<file path="config.mk">
export PLATFORM = sky130hd
export DESIGN_NAME = ccr_regs
export DESIGN_NICKNAME = d
export VERILOG_FILES = /design/src/rtl/ccr_divider.v /design/src/rtl/ccr_regs.v
export VERILOG_INCLUDE_DIRS = /design/src /design/src/rtl
export SDC_FILE = /design/constraint.sdc
export NUM_CORES = 1
export LEC_CHECK = 0
export BUFFER_PORTS_ARGS = -buffer_cell sky130_fd_sc_hd__buf_2
export CORE_UTILIZATION = 63
export CTS_CLUSTER_DIAMETER = 40
export DETAILED_ROUTE_END_ITERATION = 10
export PLACE_DENSITY_LB_ADDON = 0.25
export SLEW_MARGIN = 20
export SYNTH_ARGS = -nofsm -noshare
export SYNTH_HDL_FRONTEND = slang
export SYNTH_SLANG_ARGS = --single-unit
</file>
<file path="constraint.sdc">
create_clock -name i_core_clk -period 3.5 [get_ports i_core_clk]
set_input_delay 0.525 -clock i_core_clk [delete_from_list [all_inputs] [get_ports i_core_clk]]
set_output_delay 0.525 -clock i_core_clk [all_outputs]
set_load 0.01 [all_outputs]
</file>
<file path="src/rtl/ccr_defines.vh">
`ifndef CCR_DEFINES_VH
`define CCR_DEFINES_VH

// apb byte offsets, current-time set (read only)
`define CCR_OFF_CUR_YEAR 8'h00
`define CCR_OFF_CUR_MONTH 8'h04
`define CCR_OFF_CUR_DAY 8'h08
`define CCR_OFF_CUR_WEEKDAY 8'h0C
`define CCR_OFF_CUR_HOUR 8'h10
`define CCR_OFF_CUR_MINUTE 8'h14
`define CCR_OFF_CUR_SECOND 8'h18
// new-value set (write only)
`define CCR_OFF_NEW_YEAR 8'h1C
`define CCR_OFF_NEW_MONTH 8'h20
`define CCR_OFF_NEW_DAY 8'h24
`define CCR_OFF_NEW_WEEKDAY 8'h28
`define CCR_OFF_NEW_HOUR 8'h2C
`define CCR_OFF_NEW_MINUTE 8'h30
`define CCR_OFF_NEW_SECOND 8'h34
// control, configuration and error registers
`define CCR_OFF_FLAGS 8'h38
`define CCR_OFF_CONFIG 8'h3C
`define CCR_OFF_ERROR 8'h40

// flags register bit positions
`define CCR_BIT_CAL_WRITE 0
`define CCR_BIT_TIME_WRITE 1
`define CCR_BIT_CAL_TIME_WRITE 2
`define CCR_BIT_SEC_ROUND 3
`define CCR_FLAGS_W 4
// config register bit position
`define CCR_BIT_CLOCK_USE 0

// restart values after backup loss
`define CCR_RST_YEAR 7'h00
`define CCR_RST_MONTH 4'h1
`define CCR_RST_DAY 5'h01
`define CCR_RST_WEEKDAY 3'h0
`define CCR_RST_TIME 6'h00

// field limits and seconds round-up threshold
`define CCR_MAX_YEAR 7'h63
`define CCR_MAX_MONTH 4'hC
`define CCR_MAX_WEEKDAY 3'h6
`define CCR_MAX_HOUR 5'h17
`define CCR_MAX_MINSEC 6'h3B
`define CCR_ROUND_UP_SEC 6'h1E

// clock-missing error code
`define CCR_ERR_NO_CLOCK 16'h0400

// timing: refresh interval and core clock
`define CCR_REFRESH_MS 500
`define CCR_CLK_KHZ 250000
`define CCR_REFRESH_CYCLES (`CCR_REFRESH_MS * `CCR_CLK_KHZ)

`endif

</file>
<file path="src/rtl/ccr_divider.v">
module ccr_divider #(
  parameter DIV = 125000000
) (
  input wire i_core_clk,
  input wire i_nrst,
  input wire i_clear,
  output reg o_tick
);
  localparam W = $clog2(DIV + 1);
  localparam [31:0] LAST_FULL = DIV - 1;
  localparam [W-1:0] LAST = LAST_FULL[W-1:0];
  localparam [W-1:0] ONE = {{(W-1){1'b0}}, 1'b1};

  reg [W-1:0] count;

  // restart keeps a fresh load from ticking early
  always @(posedge i_core_clk) begin
    if (!i_nrst) begin
      count <= {W{1'b0}};
      o_tick <= 1'b0;
    end else if (i_clear) begin
      count <= {W{1'b0}};
      o_tick <= 1'b0;
    end else if (count == LAST) begin
      count <= {W{1'b0}};
      o_tick <= 1'b1;
    end else begin
      count <= count + ONE;
      o_tick <= 1'b0;
    end
  end
endmodule

</file>
<file path="src/rtl/ccr_regs.v">
`include "ccr_defines.vh"

// Operation
// - current year 0-99, month 1-12, day 1-31, weekday 0-6, hh/mm/ss binary
// - current set read only; refreshed at larger of half second and one scan
// - seven write-only new-value registers, never updated by the clock
// - weekday 0 is Sunday through 6 Saturday, in both sets
// - calendar write copies new year, month, day, weekday into the clock
// - time write copies new hour, minute, second into the clock
// - combined write copies all seven new values together
// - adjust: seconds 0-29 go to 0; 30-59 go to 0 and minute increments
// - backup loss restarts clock at 00/01/01 0:00:00
// - new-value registers are not cleared at start
// - clock use configured without clock present gives error code 400h
module ccr_regs #(
  parameter REFRESH_CYCLES = `CCR_REFRESH_CYCLES
) (
  input wire i_core_clk,
  input wire i_nrst,
  input wire i_psel,
  input wire i_penable,
  input wire i_pwrite,
  input wire [7:0] i_paddr,
  input wire [31:0] i_pwdata,
  output wire o_pready,
  output reg [31:0] o_prdata,
  output reg o_pslverr,
  input wire i_scan_end,
  input wire i_clock_present,
  input wire i_backup_lost,
  output reg o_clock_error
);
  ////////////////////////////////////////////////////////////////////////////
  // clock fields
  reg [6:0] yr;
  reg [3:0] mo;
  reg [4:0] dy;
  reg [2:0] wd;
  reg [4:0] hr;
  reg [5:0] mi;
  reg [5:0] se;
  // current-time snapshot seen by software
  reg [6:0] cur_yr;
  reg [3:0] cur_mo;
  reg [4:0] cur_dy;
  reg [2:0] cur_wd;
  reg [4:0] cur_hr;
  reg [5:0] cur_mi;
  reg [5:0] cur_se;
  // new-value set, no reset on purpose
  reg [15:0] new_year;
  reg [15:0] new_month;
  reg [15:0] new_day;
  reg [15:0] new_weekday;
  reg [15:0] new_hour;
  reg [15:0] new_minute;
  reg [15:0] new_second;
  // control
  reg [`CCR_FLAGS_W-1:0] flags;
  reg [`CCR_FLAGS_W-1:0] flags_prev;
  reg clock_use;
  reg [15:0] general_error_code;
  reg refresh_due;
  reg sec_phase;

  wire half_tick;
  wire setup = i_psel & ~i_penable;
  wire wr = i_psel & i_penable & i_pwrite;
  wire clock_ok = ~(clock_use & ~i_clock_present);
  wire [`CCR_FLAGS_W-1:0] flag_rise = flags & ~flags_prev;
  wire cal_load = clock_ok & (flag_rise[`CCR_BIT_CAL_WRITE] |
                  flag_rise[`CCR_BIT_CAL_TIME_WRITE]);
  wire time_load = clock_ok & (flag_rise[`CCR_BIT_TIME_WRITE] |
                   flag_rise[`CCR_BIT_CAL_TIME_WRITE]);
  wire round_req = clock_ok & flag_rise[`CCR_BIT_SEC_ROUND];
  wire sec_tick = half_tick & sec_phase;
  wire restart = i_backup_lost | time_load | round_req;

  ////////////////////////////////////////////////////////////////////////////
  // half-second timebase; the second tick is every other pulse
  ccr_divider #(
    .DIV(REFRESH_CYCLES)
  ) u_half (
    .i_core_clk(i_core_clk),
    .i_nrst(i_nrst),
    .i_clear(restart),
    .o_tick(half_tick)
  );

  always @(posedge i_core_clk) begin
    if (!i_nrst)
      sec_phase <= 1'b0;
    else if (restart)
      sec_phase <= 1'b0;
    else if (half_tick)
      sec_phase <= ~sec_phase;
  end

  ////////////////////////////////////////////////////////////////////////////
  // calendar arithmetic, two-digit year so every fourth year is leap
  function [4:0] days_in;
    input [3:0] m;
    input [6:0] y;
    begin
      case (m)
        4'h2: days_in = (y[1:0] == 2'h0) ? 5'h1D : 5'h1C;
        4'h4, 4'h6, 4'h9, 4'hB: days_in = 5'h1E;
        default: days_in = 5'h1F;
      endcase
    end
  endfunction

  reg [6:0] next_yr;
  reg [3:0] next_mo;
  reg [4:0] next_dy;
  reg [2:0] next_wd;
  reg [4:0] next_hr;
  reg [5:0] next_mi;
  reg [5:0] next_se;
  reg c_min;
  reg c_hr;
  reg c_day;
  reg c_mo;
  reg c_yr;

  always @* begin
    next_yr = yr;
    next_mo = mo;
    next_dy = dy;
    next_wd = wd;
    next_hr = hr;
    next_mi = mi;
    next_se = se;
    c_min = 1'b0;
    c_hr = 1'b0;
    c_day = 1'b0;
    c_mo = 1'b0;
    c_yr = 1'b0;
    if (round_req) begin
      next_se = `CCR_RST_TIME;
      c_min = (se >= `CCR_ROUND_UP_SEC);
    end else if (sec_tick) begin
      if (se >= `CCR_MAX_MINSEC) begin
        next_se = `CCR_RST_TIME;
        c_min = 1'b1;
      end else begin
        next_se = se + 6'h01;
      end
    end
    if (c_min) begin
      if (mi >= `CCR_MAX_MINSEC) begin
        next_mi = `CCR_RST_TIME;
        c_hr = 1'b1;
      end else begin
        next_mi = mi + 6'h01;
      end
    end
    if (c_hr) begin
      if (hr >= `CCR_MAX_HOUR) begin
        next_hr = 5'h00;
        c_day = 1'b1;
      end else begin
        next_hr = hr + 5'h01;
      end
    end
    if (c_day) begin
      next_wd = (wd >= `CCR_MAX_WEEKDAY) ? `CCR_RST_WEEKDAY : wd + 3'h1;
      if (dy >= days_in(mo, yr)) begin
        next_dy = `CCR_RST_DAY;
        c_mo = 1'b1;
      end else begin
        next_dy = dy + 5'h01;
      end
    end
    if (c_mo) begin
      if (mo >= `CCR_MAX_MONTH) begin
        next_mo = `CCR_RST_MONTH;
        c_yr = 1'b1;
      end else begin
        next_mo = mo + 4'h1;
      end
    end
    if (c_yr)
      next_yr = (yr >= `CCR_MAX_YEAR) ? `CCR_RST_YEAR : yr + 7'h01;
  end

  ////////////////////////////////////////////////////////////////////////////
  // clock state: backup loss, then loads, then round or tick
  always @(posedge i_core_clk) begin
    if (!i_nrst || i_backup_lost) begin
      yr <= `CCR_RST_YEAR;
      mo <= `CCR_RST_MONTH;
      dy <= `CCR_RST_DAY;
      wd <= `CCR_RST_WEEKDAY;
      hr <= 5'h00;
      mi <= `CCR_RST_TIME;
      se <= `CCR_RST_TIME;
    end else if (cal_load || time_load) begin
      // a load beats a same-cycle tick; unloaded part keeps its value
      if (cal_load) begin
        yr <= new_year[6:0];
        mo <= new_month[3:0];
        dy <= new_day[4:0];
        wd <= new_weekday[2:0];
      end
      if (time_load) begin
        hr <= new_hour[4:0];
        mi <= new_minute[5:0];
        se <= new_second[5:0];
      end
    end else begin
      yr <= next_yr;
      mo <= next_mo;
      dy <= next_dy;
      wd <= next_wd;
      hr <= next_hr;
      mi <= next_mi;
      se <= next_se;
    end
  end

  ////////////////////////////////////////////////////////////////////////////
  // snapshot refresh: waits for both half second and scan end
  always @(posedge i_core_clk) begin
    if (!i_nrst) begin
      refresh_due <= 1'b0;
      cur_yr <= `CCR_RST_YEAR;
      cur_mo <= `CCR_RST_MONTH;
      cur_dy <= `CCR_RST_DAY;
      cur_wd <= `CCR_RST_WEEKDAY;
      cur_hr <= 5'h00;
      cur_mi <= `CCR_RST_TIME;
      cur_se <= `CCR_RST_TIME;
    end else begin
      if (half_tick)
        refresh_due <= 1'b1;
      else if (i_scan_end && refresh_due)
        refresh_due <= 1'b0;
      if (i_scan_end && refresh_due) begin
        cur_yr <= yr;
        cur_mo <= mo;
        cur_dy <= dy;
        cur_wd <= wd;
        cur_hr <= hr;
        cur_mi <= mi;
        cur_se <= se;
      end
    end
  end

  ////////////////////////////////////////////////////////////////////////////
  // new-value set, write only; content undefined until written
  always @(posedge i_core_clk) begin
    if (wr) begin
      case (i_paddr)
        `CCR_OFF_NEW_YEAR: new_year <= i_pwdata[15:0];
        `CCR_OFF_NEW_MONTH: new_month <= i_pwdata[15:0];
        `CCR_OFF_NEW_DAY: new_day <= i_pwdata[15:0];
        `CCR_OFF_NEW_WEEKDAY: new_weekday <= i_pwdata[15:0];
        `CCR_OFF_NEW_HOUR: new_hour <= i_pwdata[15:0];
        `CCR_OFF_NEW_MINUTE: new_minute <= i_pwdata[15:0];
        `CCR_OFF_NEW_SECOND: new_second <= i_pwdata[15:0];
        default: ;
      endcase
    end
  end

  ////////////////////////////////////////////////////////////////////////////
  // flags, config and error code
  always @(posedge i_core_clk) begin
    if (!i_nrst) begin
      flags <= {`CCR_FLAGS_W{1'b0}};
      flags_prev <= {`CCR_FLAGS_W{1'b0}};
      clock_use <= 1'b0;
      general_error_code <= 16'h0000;
      o_clock_error <= 1'b0;
    end else begin
      // held flag does not repeat the action
      flags_prev <= flags;
      if (wr && i_paddr == `CCR_OFF_FLAGS)
        flags <= i_pwdata[`CCR_FLAGS_W-1:0];
      if (wr && i_paddr == `CCR_OFF_CONFIG)
        clock_use <= i_pwdata[`CCR_BIT_CLOCK_USE];
      // set wins over a same-cycle software clear
      if (!clock_ok)
        general_error_code <= `CCR_ERR_NO_CLOCK;
      else if (wr && i_paddr == `CCR_OFF_ERROR)
        general_error_code <= 16'h0000;
      o_clock_error <= ~clock_ok;
    end
  end

  ////////////////////////////////////////////////////////////////////////////
  // apb read side; data captured in setup so pready can stay high
  reg [31:0] rd_mux;
  reg rd_hit;

  always @* begin
    rd_mux = 32'h0000_0000;
    rd_hit = 1'b1;
    case (i_paddr)
      `CCR_OFF_CUR_YEAR: rd_mux = {25'h000_0000, cur_yr};
      `CCR_OFF_CUR_MONTH: rd_mux = {28'h000_0000, cur_mo};
      `CCR_OFF_CUR_DAY: rd_mux = {27'h000_0000, cur_dy};
      `CCR_OFF_CUR_WEEKDAY: rd_mux = {29'h000_0000, cur_wd};
      `CCR_OFF_CUR_HOUR: rd_mux = {27'h000_0000, cur_hr};
      `CCR_OFF_CUR_MINUTE: rd_mux = {26'h000_0000, cur_mi};
      `CCR_OFF_CUR_SECOND: rd_mux = {26'h000_0000, cur_se};
      `CCR_OFF_NEW_YEAR, `CCR_OFF_NEW_MONTH, `CCR_OFF_NEW_DAY,
      `CCR_OFF_NEW_WEEKDAY, `CCR_OFF_NEW_HOUR, `CCR_OFF_NEW_MINUTE,
      `CCR_OFF_NEW_SECOND: rd_mux = 32'h0000_0000;
      `CCR_OFF_FLAGS: rd_mux = {28'h000_0000, flags};
      `CCR_OFF_CONFIG: rd_mux = {31'h0000_0000, clock_use};
      `CCR_OFF_ERROR: rd_mux = {16'h0000, general_error_code};
      default: rd_hit = 1'b0;
    endcase
  end

  assign o_pready = 1'b1;

  always @(posedge i_core_clk) begin
    if (!i_nrst) begin
      o_prdata <= 32'h0000_0000;
      o_pslverr <= 1'b0;
    end else if (setup) begin
      // writes to the current set are silently dropped
      o_prdata <= i_pwrite ? 32'h0000_0000 : rd_mux;
      o_pslverr <= ~rd_hit;
    end else if (!i_psel) begin
      o_pslverr <= 1'b0;
    end
  end
endmodule

</file>
==> results of run 1 <==
## per-layer routing
metal / wire length (µm) / track usage (%) / share of wire (%) / up-vias
met3: 1685 / 6.642 / 8.5 / 55
met1: 8193 / 41.43 / 41 / 3178
li1: - / - / - / 3073
met2: 9394 / 51.86 / 47 / 366
met4: 565 / 14.12 / 2.8 / 0
met5: 0 / 0 / 0 / -
## cells by family (layout without fill, tap and decap cells)
group | Yosys count | after routing | synth area share, %
xor gates and xnor gates | 28 | 28 | 3.155
DFF | 158 | 158 | 45.32
AOI/OAI and AO/OA | 203 | 203 | 19.57
muxes | 13 | 13 | 1.722
adders and majority gates | 16 | 16 | 2.575
buffers and inverters | 87 | 93 | 5.633
other | 2 | 25 | 0.09661
and+or+nand+nor | 342 | 342 | 21.92
## state kept, by name, indices dropped and copies added (netlist names), 6 cells and up
signal and cells:
cur_mi 6, cur_se 6, cur_yr 7, mi 6
new_minute 6, new_second 6, new_year 7, o_prdata 8
se 6, u_half.count 27, yr 7
## critical path: cells and delay by family (launching register included)
kind | cells | cell delay (ns)
AOI/OAI and AO/OA | 6 | 1.40
adders and majority gates | 2 | 0.49
and+or+nand+nor | 2 | 0.31
DFF | 1 | 0.43
buffers and inverters | 1 | 0.13
## path summary, 6_finish.rpt
kind | startpoint | end | slack, ns | depth (start not counted)
worst max register to register | mo[0] | dy[0] | 0.63 | 11
worst min register to register | cur_se[1] | cur_se[1] | 0.46 | 2
worst max-delay path | mo[0] | dy[0] | 0.63 | 11
worst min-delay path | i_pwdata[6] | new_year[6] | 0.28 | 1
## metrics by stage
step	instance area, µm²	total power [µW]	hold WS (ns)
floorplan	7860	1995	0.4297
global placement	7928	2016	0.4448
detailed placement	7928	2019	0.4562
CTS	8492	3763	0.2746
global route	8492	3851	0.2774
finish	8492	3760	0.2845
## cell type report
cell class	instances	share of cell area, %
multi-input cells	627	45.96
flip-flops and latches	158	41.49
clock buffers	18	5.172
repair buffers	45	3.035
well taps	147	2.166
clock inverters	14	1.473
inverters	16	0.7072
## power by group through the flow
stage,Clock (µW),Combinational [µW],Sequential (µW)
after floorplan,0,88.6,1910
after global placement,0,110,1910
after detailed placement,0,113,1910
after CTS,1780,114,1870
after global routing,1860,125,1870
final,1780,117,1870
## layout by cell type (no fill, tap or decap), types with 24 or more instances in the layout
master	instances
edfxtp_1	36
nor2_1	61
a21boi_0	40
buf_2	32
dfxtp_1	122
nand2_1	119
a21oi_1	25
nor3_1	24
conb_1	25
nand3_1	46
==> flow_summary.toml, run 1 <==
[critical_path]
path_max_fanout = 6
critPathKind = "reg -> reg"
start_kind = "register"
cpMaxStageDelayCell = "dfxtp_1"
worstPathArrival_ns = 3.18
cp.required_ns = 3.82
endpoint_kind = "register"
crit_chain = "inv_1 -> ha_1 -> o21ai_0 -> a21oi_1 -> nor2_1 -> ha_1 -> nand2b_1 -> a21o_1 -> a21oi_1 -> a221oi_1 -> a311o_1"
max_stage_delay_ns = 0.43

[final_layout]
nets = 929
drive_above_1_share_pct = 10.59
final_core_util_pct = 70.70
n_antenna_cell = 0
regArea_um2 = 3523
fin_cells = 1025
multi_input_area_um2 = 3902
syn2layout_area_growth_pct = 9.239
fill_cells = 898

[timing]
post-route-period-util_pct = 81.90
finClkSkew_ns = 0.006239
tns_ns = 0
fin_ws_ns = 0.6336
period_needed_ns = 2.866
max_freq_mhz = 348.9
tightest_slew_ns = 1.129
hold_viol = 0
max_slew_margin_pct = 24.71
final-setup-viol-count = 0
rsz0062_at_grt = "false"
slew_viol_final = 0

[detailed_routing]
vias_per_cell = 6.509
ant_nets = 0
wl_mm = 19.84
drc = 0
firstDrtPassIters = 5
dr.first_iter.drc_count = 879
via_count = 6672
wl_per_cell_um = 19.35

[logic_synthesis]
ys_async_sr_fraction_pct = 0
syn_avg_cell_area_um2 = 9.156
synth_ff_type = "dfxtp_1"
synth_top_area_share_pct = 31.42
ys.warnings.count = 0
synth_edf_count = 36
synth.largest_area_cell = "dfxtp_1"
synth_area_leaders = "dfxtp_1 31%, edfxtp_1 14%, nand2_1 5.7%"
syn_area_um2 = 7774
yosysUniqueCellTypes = 79
synthMostInstantiatedCell = "dfxtp_1"
synthCells = 849
yosys-top-cells-count = "122 x dfxtp_1, 119 x nand2_1, 61 x nor2_1, 46 x nand3_1, 40 x a21boi_0"
ys_seq_area_share_pct = 45.32
ys_ff_latch = 158

[clocking]
numCtsBuffers = 17
h-tree-depth = 4
clk_path_buf_depth = 2
root_buffer = "clkbuf_16"
post_cts_resize_count = 0
cts_tree = "yes"
cts.sinks = 158
holdBufCountCts = 0
insertion_delay_ns = 0.43
clk_pin_slew_ns = 0.06
post_cts_buffers = 0

[run]
cap_violations = 0

[power]
p_clk_share_pct = 47.3
combPwrFrac_pct = 3.1
p_int_uw = 2948
p_leak_uw = 0.002938
switchingPower_uw = 812.0
power.density_nw_per_um2 = 442.7
swShare_pct = 21.60
p_seq_share_pct = 49.6
ir_drop_mv = 0.4438

[global_route]
grt_pass1_vias = 6163
overflow = 0
antenna_found_initial = 0
grt_max_degree = 60
grt_pass1_wl_mm = 31.22
track_usage_pct = 31.97

[die]
die_area_um2 = 12790
die_h_um = 113.1
core.rowCount = 40
die_w_um = 113.1
initial_core_util_pct = 64.72
io_pins = 83
coreArea_um2 = 12010

[outcome]
status = "completed"

[placement]
place_inst = 993
dp_hpwl_mm = 13.40
place_congestion = 0.8708
dp_slack_ns = 0.7134
io_buffers = 32

[min_path]
hold_class = "in -> reg"
(Power assumes the default switching activity.)
==> inputs of run 2 (changes only) <==
Settings changed: CORE_UTILIZATION 63 to 53.
Clock period 3.5 ns to 2.3 ns, I/O delays scaled along.
==> run 2 against run 1 <==
Net effect:
- the run now ends with negative setup slack left
- clock skew grew 0.00091 ns
- critical endpoint is now yr[5]
- largest cell class unchanged
- sequential cell count is the same
- sequential power rose by 52%
- critical path type unchanged
- sequential share of layout area shrank 3.1 points
==> flow_summary.toml, run 2 (synthesis gave the netlist of run 1 again) <==
[outcome]
status = "finished, violations left"
violations = "negative setup slack"

[placement]
io_buffers = 32
place_congestion = 0.8670
dp_hpwl_mm = 13.99

[final_layout]
nets = 973
syn2layout_area_growth_pct = 18.30
fill_cells = 1080
mostFrequentLayoutCells = "119 x nand2_1, 118 x dfxtp_1, 58 x nor2_1"
n_antenna_cell = 0
largest_register_ffs = 27
multi_input_area_um2 = 4151
reg_top3 = "u_half.count (27), o_prdata (8)"
regMostFlops = "u_half.count"
final_common_cell = "nand2_1"
drive_above_1_share_pct = 19.20
final_core_util_pct = 65.24
regArea_um2 = 3533

[critical_path]
cp-startpoint = "yr[1]"
start_kind = "register"
rrSetupSlack_ns = -0.1
worstPathArrival_ns = 2.69
cp.required_ns = 2.59
worstReg2RegStart = "yr[1]"
critPathKind = "reg -> reg"
endpoint_kind = "register"
path_max_fanout = 4

[die]
die_w_um = 123.1
core.rowCount = 43
die_h_um = 123.1
die_area_um2 = 15160
coreArea_um2 = 14100
io_pins = 83
initial_core_util_pct = 55.15

[power]
power.density_nw_per_um2 = 643.6
combPwrFrac_pct = 3.2
switchingPower_uw = 1303
p_leak_uw = 0.003221
p_int_uw = 4615
ir_drop_mv = 0.5754
swShare_pct = 22.02
p_seq_share_pct = 47.9
p_clk_share_pct = 48.9

[clocking]
clk_pin_slew_ns = 0.06
clk_path_buf_depth = 2
numCtsBuffers = 17
cts_tree = "yes"
h-tree-depth = 4
root_buffer = "clkbuf_16"
holdBufCountCts = 0
insertion_delay_ns = 0.43
cts.sinks = 158

[global_route]
antenna_found_initial = 0
grt_pass1_wl_mm = 32.35
grt_pass1_vias = 6363
grt-busiest-layer = "met2"
use_met1_pct = 33.38
track_usage_pct = 28.16
grt_max_degree = 59
overflow = 0
use_met3_pct = 7.196
met2_usage_pct = 48.28

[detailed_routing]
wl_mm = 21.05
dr.first_iter.drc_count = 553
firstDrtPassIters = 5
via_count = 6721
vias_per_cell = 6.099
ant_nets = 0
drc = 0
wl_per_cell_um = 19.10

[timing]
max_slew_margin_pct = 49.93
final-setup-viol-count = 8
whs_ns = 0.1337
fin_ws_ns = -0.09872
tightest_slew_ns = 0.7465
finClkSkew_ns = 0.007150
max_freq_mhz = 416.9
post-route-period-util_pct = 104.3
period_needed_ns = 2.399
rsz0062_at_grt = "true"
hold_viol = 0
slew_viol_final = 0

[run]
cap_violations = 0

[min_path]
hold_class = "in -> reg"
min-delay-start = "i_pwdata[6]"
==> run 2: cell types whose count changed in the layout (fill, tap and decap cells not counted), moves of 3 or more <==
cell,change
buf_6,+4
buf_4,+37
clkinv_1,-3
clkbuf_16,+3
dfxtp_1,-4
nor2_1,-3
o32ai_1,-3
inv_6,+3
inv_4,+3
inv_1,-4
o32ai_2,+3
ha_1,-6
ha_4,+5
clkinv_2,-3
==> run 2: per-stage QoR <==
| step | cells | TNS, ns | area [µm²] | setup slack (ns) | power, µW |
|---|---|---|---|---|---|
| finish | 1102 | -0.4894 | 9196 | -0.09872 | 5918 |
| global route | 1102 | -0.9361 | 9196 | -0.1312 | 6089 |
| CTS | 1093 | 0 | 8902 | 0.001360 | 5939 |
| detailed placement | 1060 | -0.2158 | 8225 | -0.07070 | 3084 |
| global placement | 1060 | 0 | 8225 | 0.03015 | 3081 |
| floorplan | 872 | 0 | 7865 | 0.02540 | 3036 |
==> run 2: layout make-up <==
cell class	instances	share of cell area (%)
inverter	16	0.7347
clock inverter	10	1.034
clock buffer	22	5.633
sequential	158	38.42
multi-input combinational	628	45.14
tap	180	2.449
timing repair buffer	88	6.585
==> run 2: worst paths after layout <==
kind,end,cells past startpoint
max,yr[5],12
min,new_year[6],1
max reg2reg,yr[5],12
min reg2reg,cur_se[1],2
==> run 2: critical path: stages, from the launching register on <==
cell      delay [ns]
dfxtp_2         0.34
inv_2           0.05
ha_4            0.15
nand2b_4        0.13
a21oi_2         0.14
nor2_1          0.07
ha_1            0.28
nand2b_4        0.11
a21o_1          0.19
nand4_1         0.20
buf_2           0.22
o211ai_1        0.24
a31oi_1         0.13
==> run 2: routing by layer <==
layer  routed length [µm]  vias to the layer above
met5                    0                        -
met3                 1339                       46
met4                  632                        0
met2                10360                      275
met1                 8713                     3229
li1                     -                     3171
==> run 2: power groups by stage <==
stage	sequential (µW)	combinational, µW	clock [µW]
final	2840	188	2890
after floorplan	2900	135	0
after CTS	2840	185	2910
after global placement	2900	181	0
after detailed placement	2900	184	0
after global routing	2840	204	3050
==> run 2: timing repair <==
| action | 4_1_cts | 5_1_grt |
|---|---|---|
| cloned | 0 | 2 |
| gates resized for setup | 12 | 46 |
| pin swaps | 3 | 15 |
| buffers inserted | 1 | 8 |
| hold endpoints to repair | 0 | 0 |
| endpoints found under the setup margin | 5 | 25 |
==> inputs of run 3 (changes only) <==
Settings changed: PLACE_DENSITY set to 0.78, PLACE_DENSITY_LB_ADDON 0.25 to unset.
==> run 3 against run 2 <==
Net effect:
- die area unchanged
- worst hold slack got worse by 0.038 ns
- maximum frequency increased by 5.1%
- clock-buffer cell count unchanged
- the run now ends clean
- setup slack improved by 0.12 ns
- combinational power about the same
- sequential power about the same
- non-clock buffer count increased by 13
- global-route usage decreased by 0.84 points
- core utilization decreased by 0.43 points
- highest routed layer unchanged
- critical path depth decreased by 6
==> flow_summary.toml, run 3 (synthesis gave the netlist of run 1 again) <==
[run]
cap_violations = 0

[detailed_routing]
wl_per_cell_um = 17.94
vias_per_cell = 5.993
dr.first_iter.drc_count = 514
wl_mm = 19.98
drc = 0
via_count = 6676
ant_nets = 0
firstDrtPassIters = 5

[global_route]
grt_pass1_vias = 6182
grt_pass1_wl_mm = 31.20
track_usage_pct = 27.31
antenna_found_initial = 0
overflow = 0
grt_max_degree = 54

[critical_path]
path_delay_family = "compound AO/OA/AOI/OAI gates"
critPathKind = "reg -> reg"
path_max_fanout = 22
r2r_cells = 6
cp.required_ns = 2.60
endpoint_kind = "register"
crit_chain = "nor2b_1 -> o31a_1 -> buf_4 -> nor2_1 -> a221oi_1 -> o32ai_2"
cp.depth = 6
worstPathArrival_ns = 2.58
crit_buf_inv = 1
cpMaxStageDelayCell = "nor2b_1"
max_stage_delay_ns = 0.43
start_kind = "register"

[timing]
max_freq_mhz = 438.2
slew_viol_final = 0
final-setup-viol-count = 0
whs_ns = 0.09588
post-route-period-util_pct = 99.23
period_needed_ns = 2.282
hold_viol = 0
rsz0062_at_grt = "true"
tightest_slew_ns = 0.6042
max_slew_margin_pct = 59.29
finClkSkew_ns = 0.01068

[power]
ir_drop_mv = 0.4935
power.density_nw_per_um2 = 629.4
p_leak_uw = 0.003265
power_uw = 5750

[final_layout]
drive_above_1_share_pct = 18.63
n_antenna_cell = 0
fill_cells = 1159
final_common_cell = "nand2_1"
nets = 985
reg_top3 = "u_half.count (27), o_prdata (8)"
syn2layout_area_growth_pct = 17.53
stdcell_area_um2 = 9136
mostFrequentLayoutCells = "119 x nand2_1, 118 x dfxtp_1, 64 x buf_4"
regMostFlops = "u_half.count"
largest_register_ffs = 27
final_core_util_pct = 64.81

[clocking]
h-tree-depth = 4
clk_path_buf_depth = 2
cts_tree = "yes"
insertion_delay_ns = 0.43
root_buffer = "clkbuf_16"
clk_pin_slew_ns = 0.06
cts.sinks = 158
holdBufCountCts = 0
numCtsBuffers = 17

[placement]
placed_area_um2 = 8338
place_congestion = 0.8816
dp_hpwl_mm = 13.62
io_buffers = 32

[die]
die_w_um = 123.1
die_area_um2 = 15160
initial_core_util_pct = 55.15
die_h_um = 123.1
core.rowCount = 43
io_pins = 83
coreArea_um2 = 14100

[min_path]
hold_class = "in -> reg"
min_path_cells = 1

[outcome]
status = "completed"
run 3: final timing paths:
path	startpoint	endpoint	slack (ns)
max	flags[0]	yr[4]	0.02
max reg2reg	flags[0]	yr[4]	0.02
min reg2reg	u_half.count[0]	u_half.count[0]	0.46
min	i_pwdata[6]	new_year[6]	0.1
run 3: layer usage:
| metal | vias to the layer above | part of all wire (%) | GRT usage [%] |
|---|---|---|---|
| met4 | 0 | 3.8 | 12.73 |
| met1 | 3197 | 42 | 33.02 |
| met3 | 53 | 6.2 | 6.596 |
| met2 | 220 | 48 | 45.86 |
| li1 | 3206 | - | - |
| met5 | - | 0 | 0 |
run 3: stage by stage:
step                setup WS (ns)  cells   TNS [ns]
finish                    0.01771   1114          0
global route              -0.1107   1114    -0.9119
CTS                      0.005113   1108          0
detailed placement      -0.003385   1075  -0.007378
global placement          0.02242   1075          0
floorplan                 0.02540    872          0
run 3: final cells by class:
type / instances / area (µm²) / share of cell area [%]
Inverter: 16 / 65.06 / 0.7121
Tap cell: 180 / 225.2 / 2.465
Multi-Input combinational cell: 627 / 4035 / 44.17
Clock buffer: 22 / 506.7 / 5.546
Sequential cell: 158 / 3531 / 38.65
Timing Repair Buffer: 101 / 699.4 / 7.655
Clock inverter: 10 / 73.82 / 0.8080
run 3: power breakdown:
group,internal [µW],switching (µW),leakage (µW)
combinational,58.4,133,0.00167
clock,1570,1150,0.000284
sequential,2840,2.20,0.00131
total,4470,1280,0.00326
run 3: timing repair:
action	in CTS	in global routing
cloned	0	1
resized for setup	3	34
setup endpoints to repair	5	24
setup buffers	1	5
pin swaps	1	13
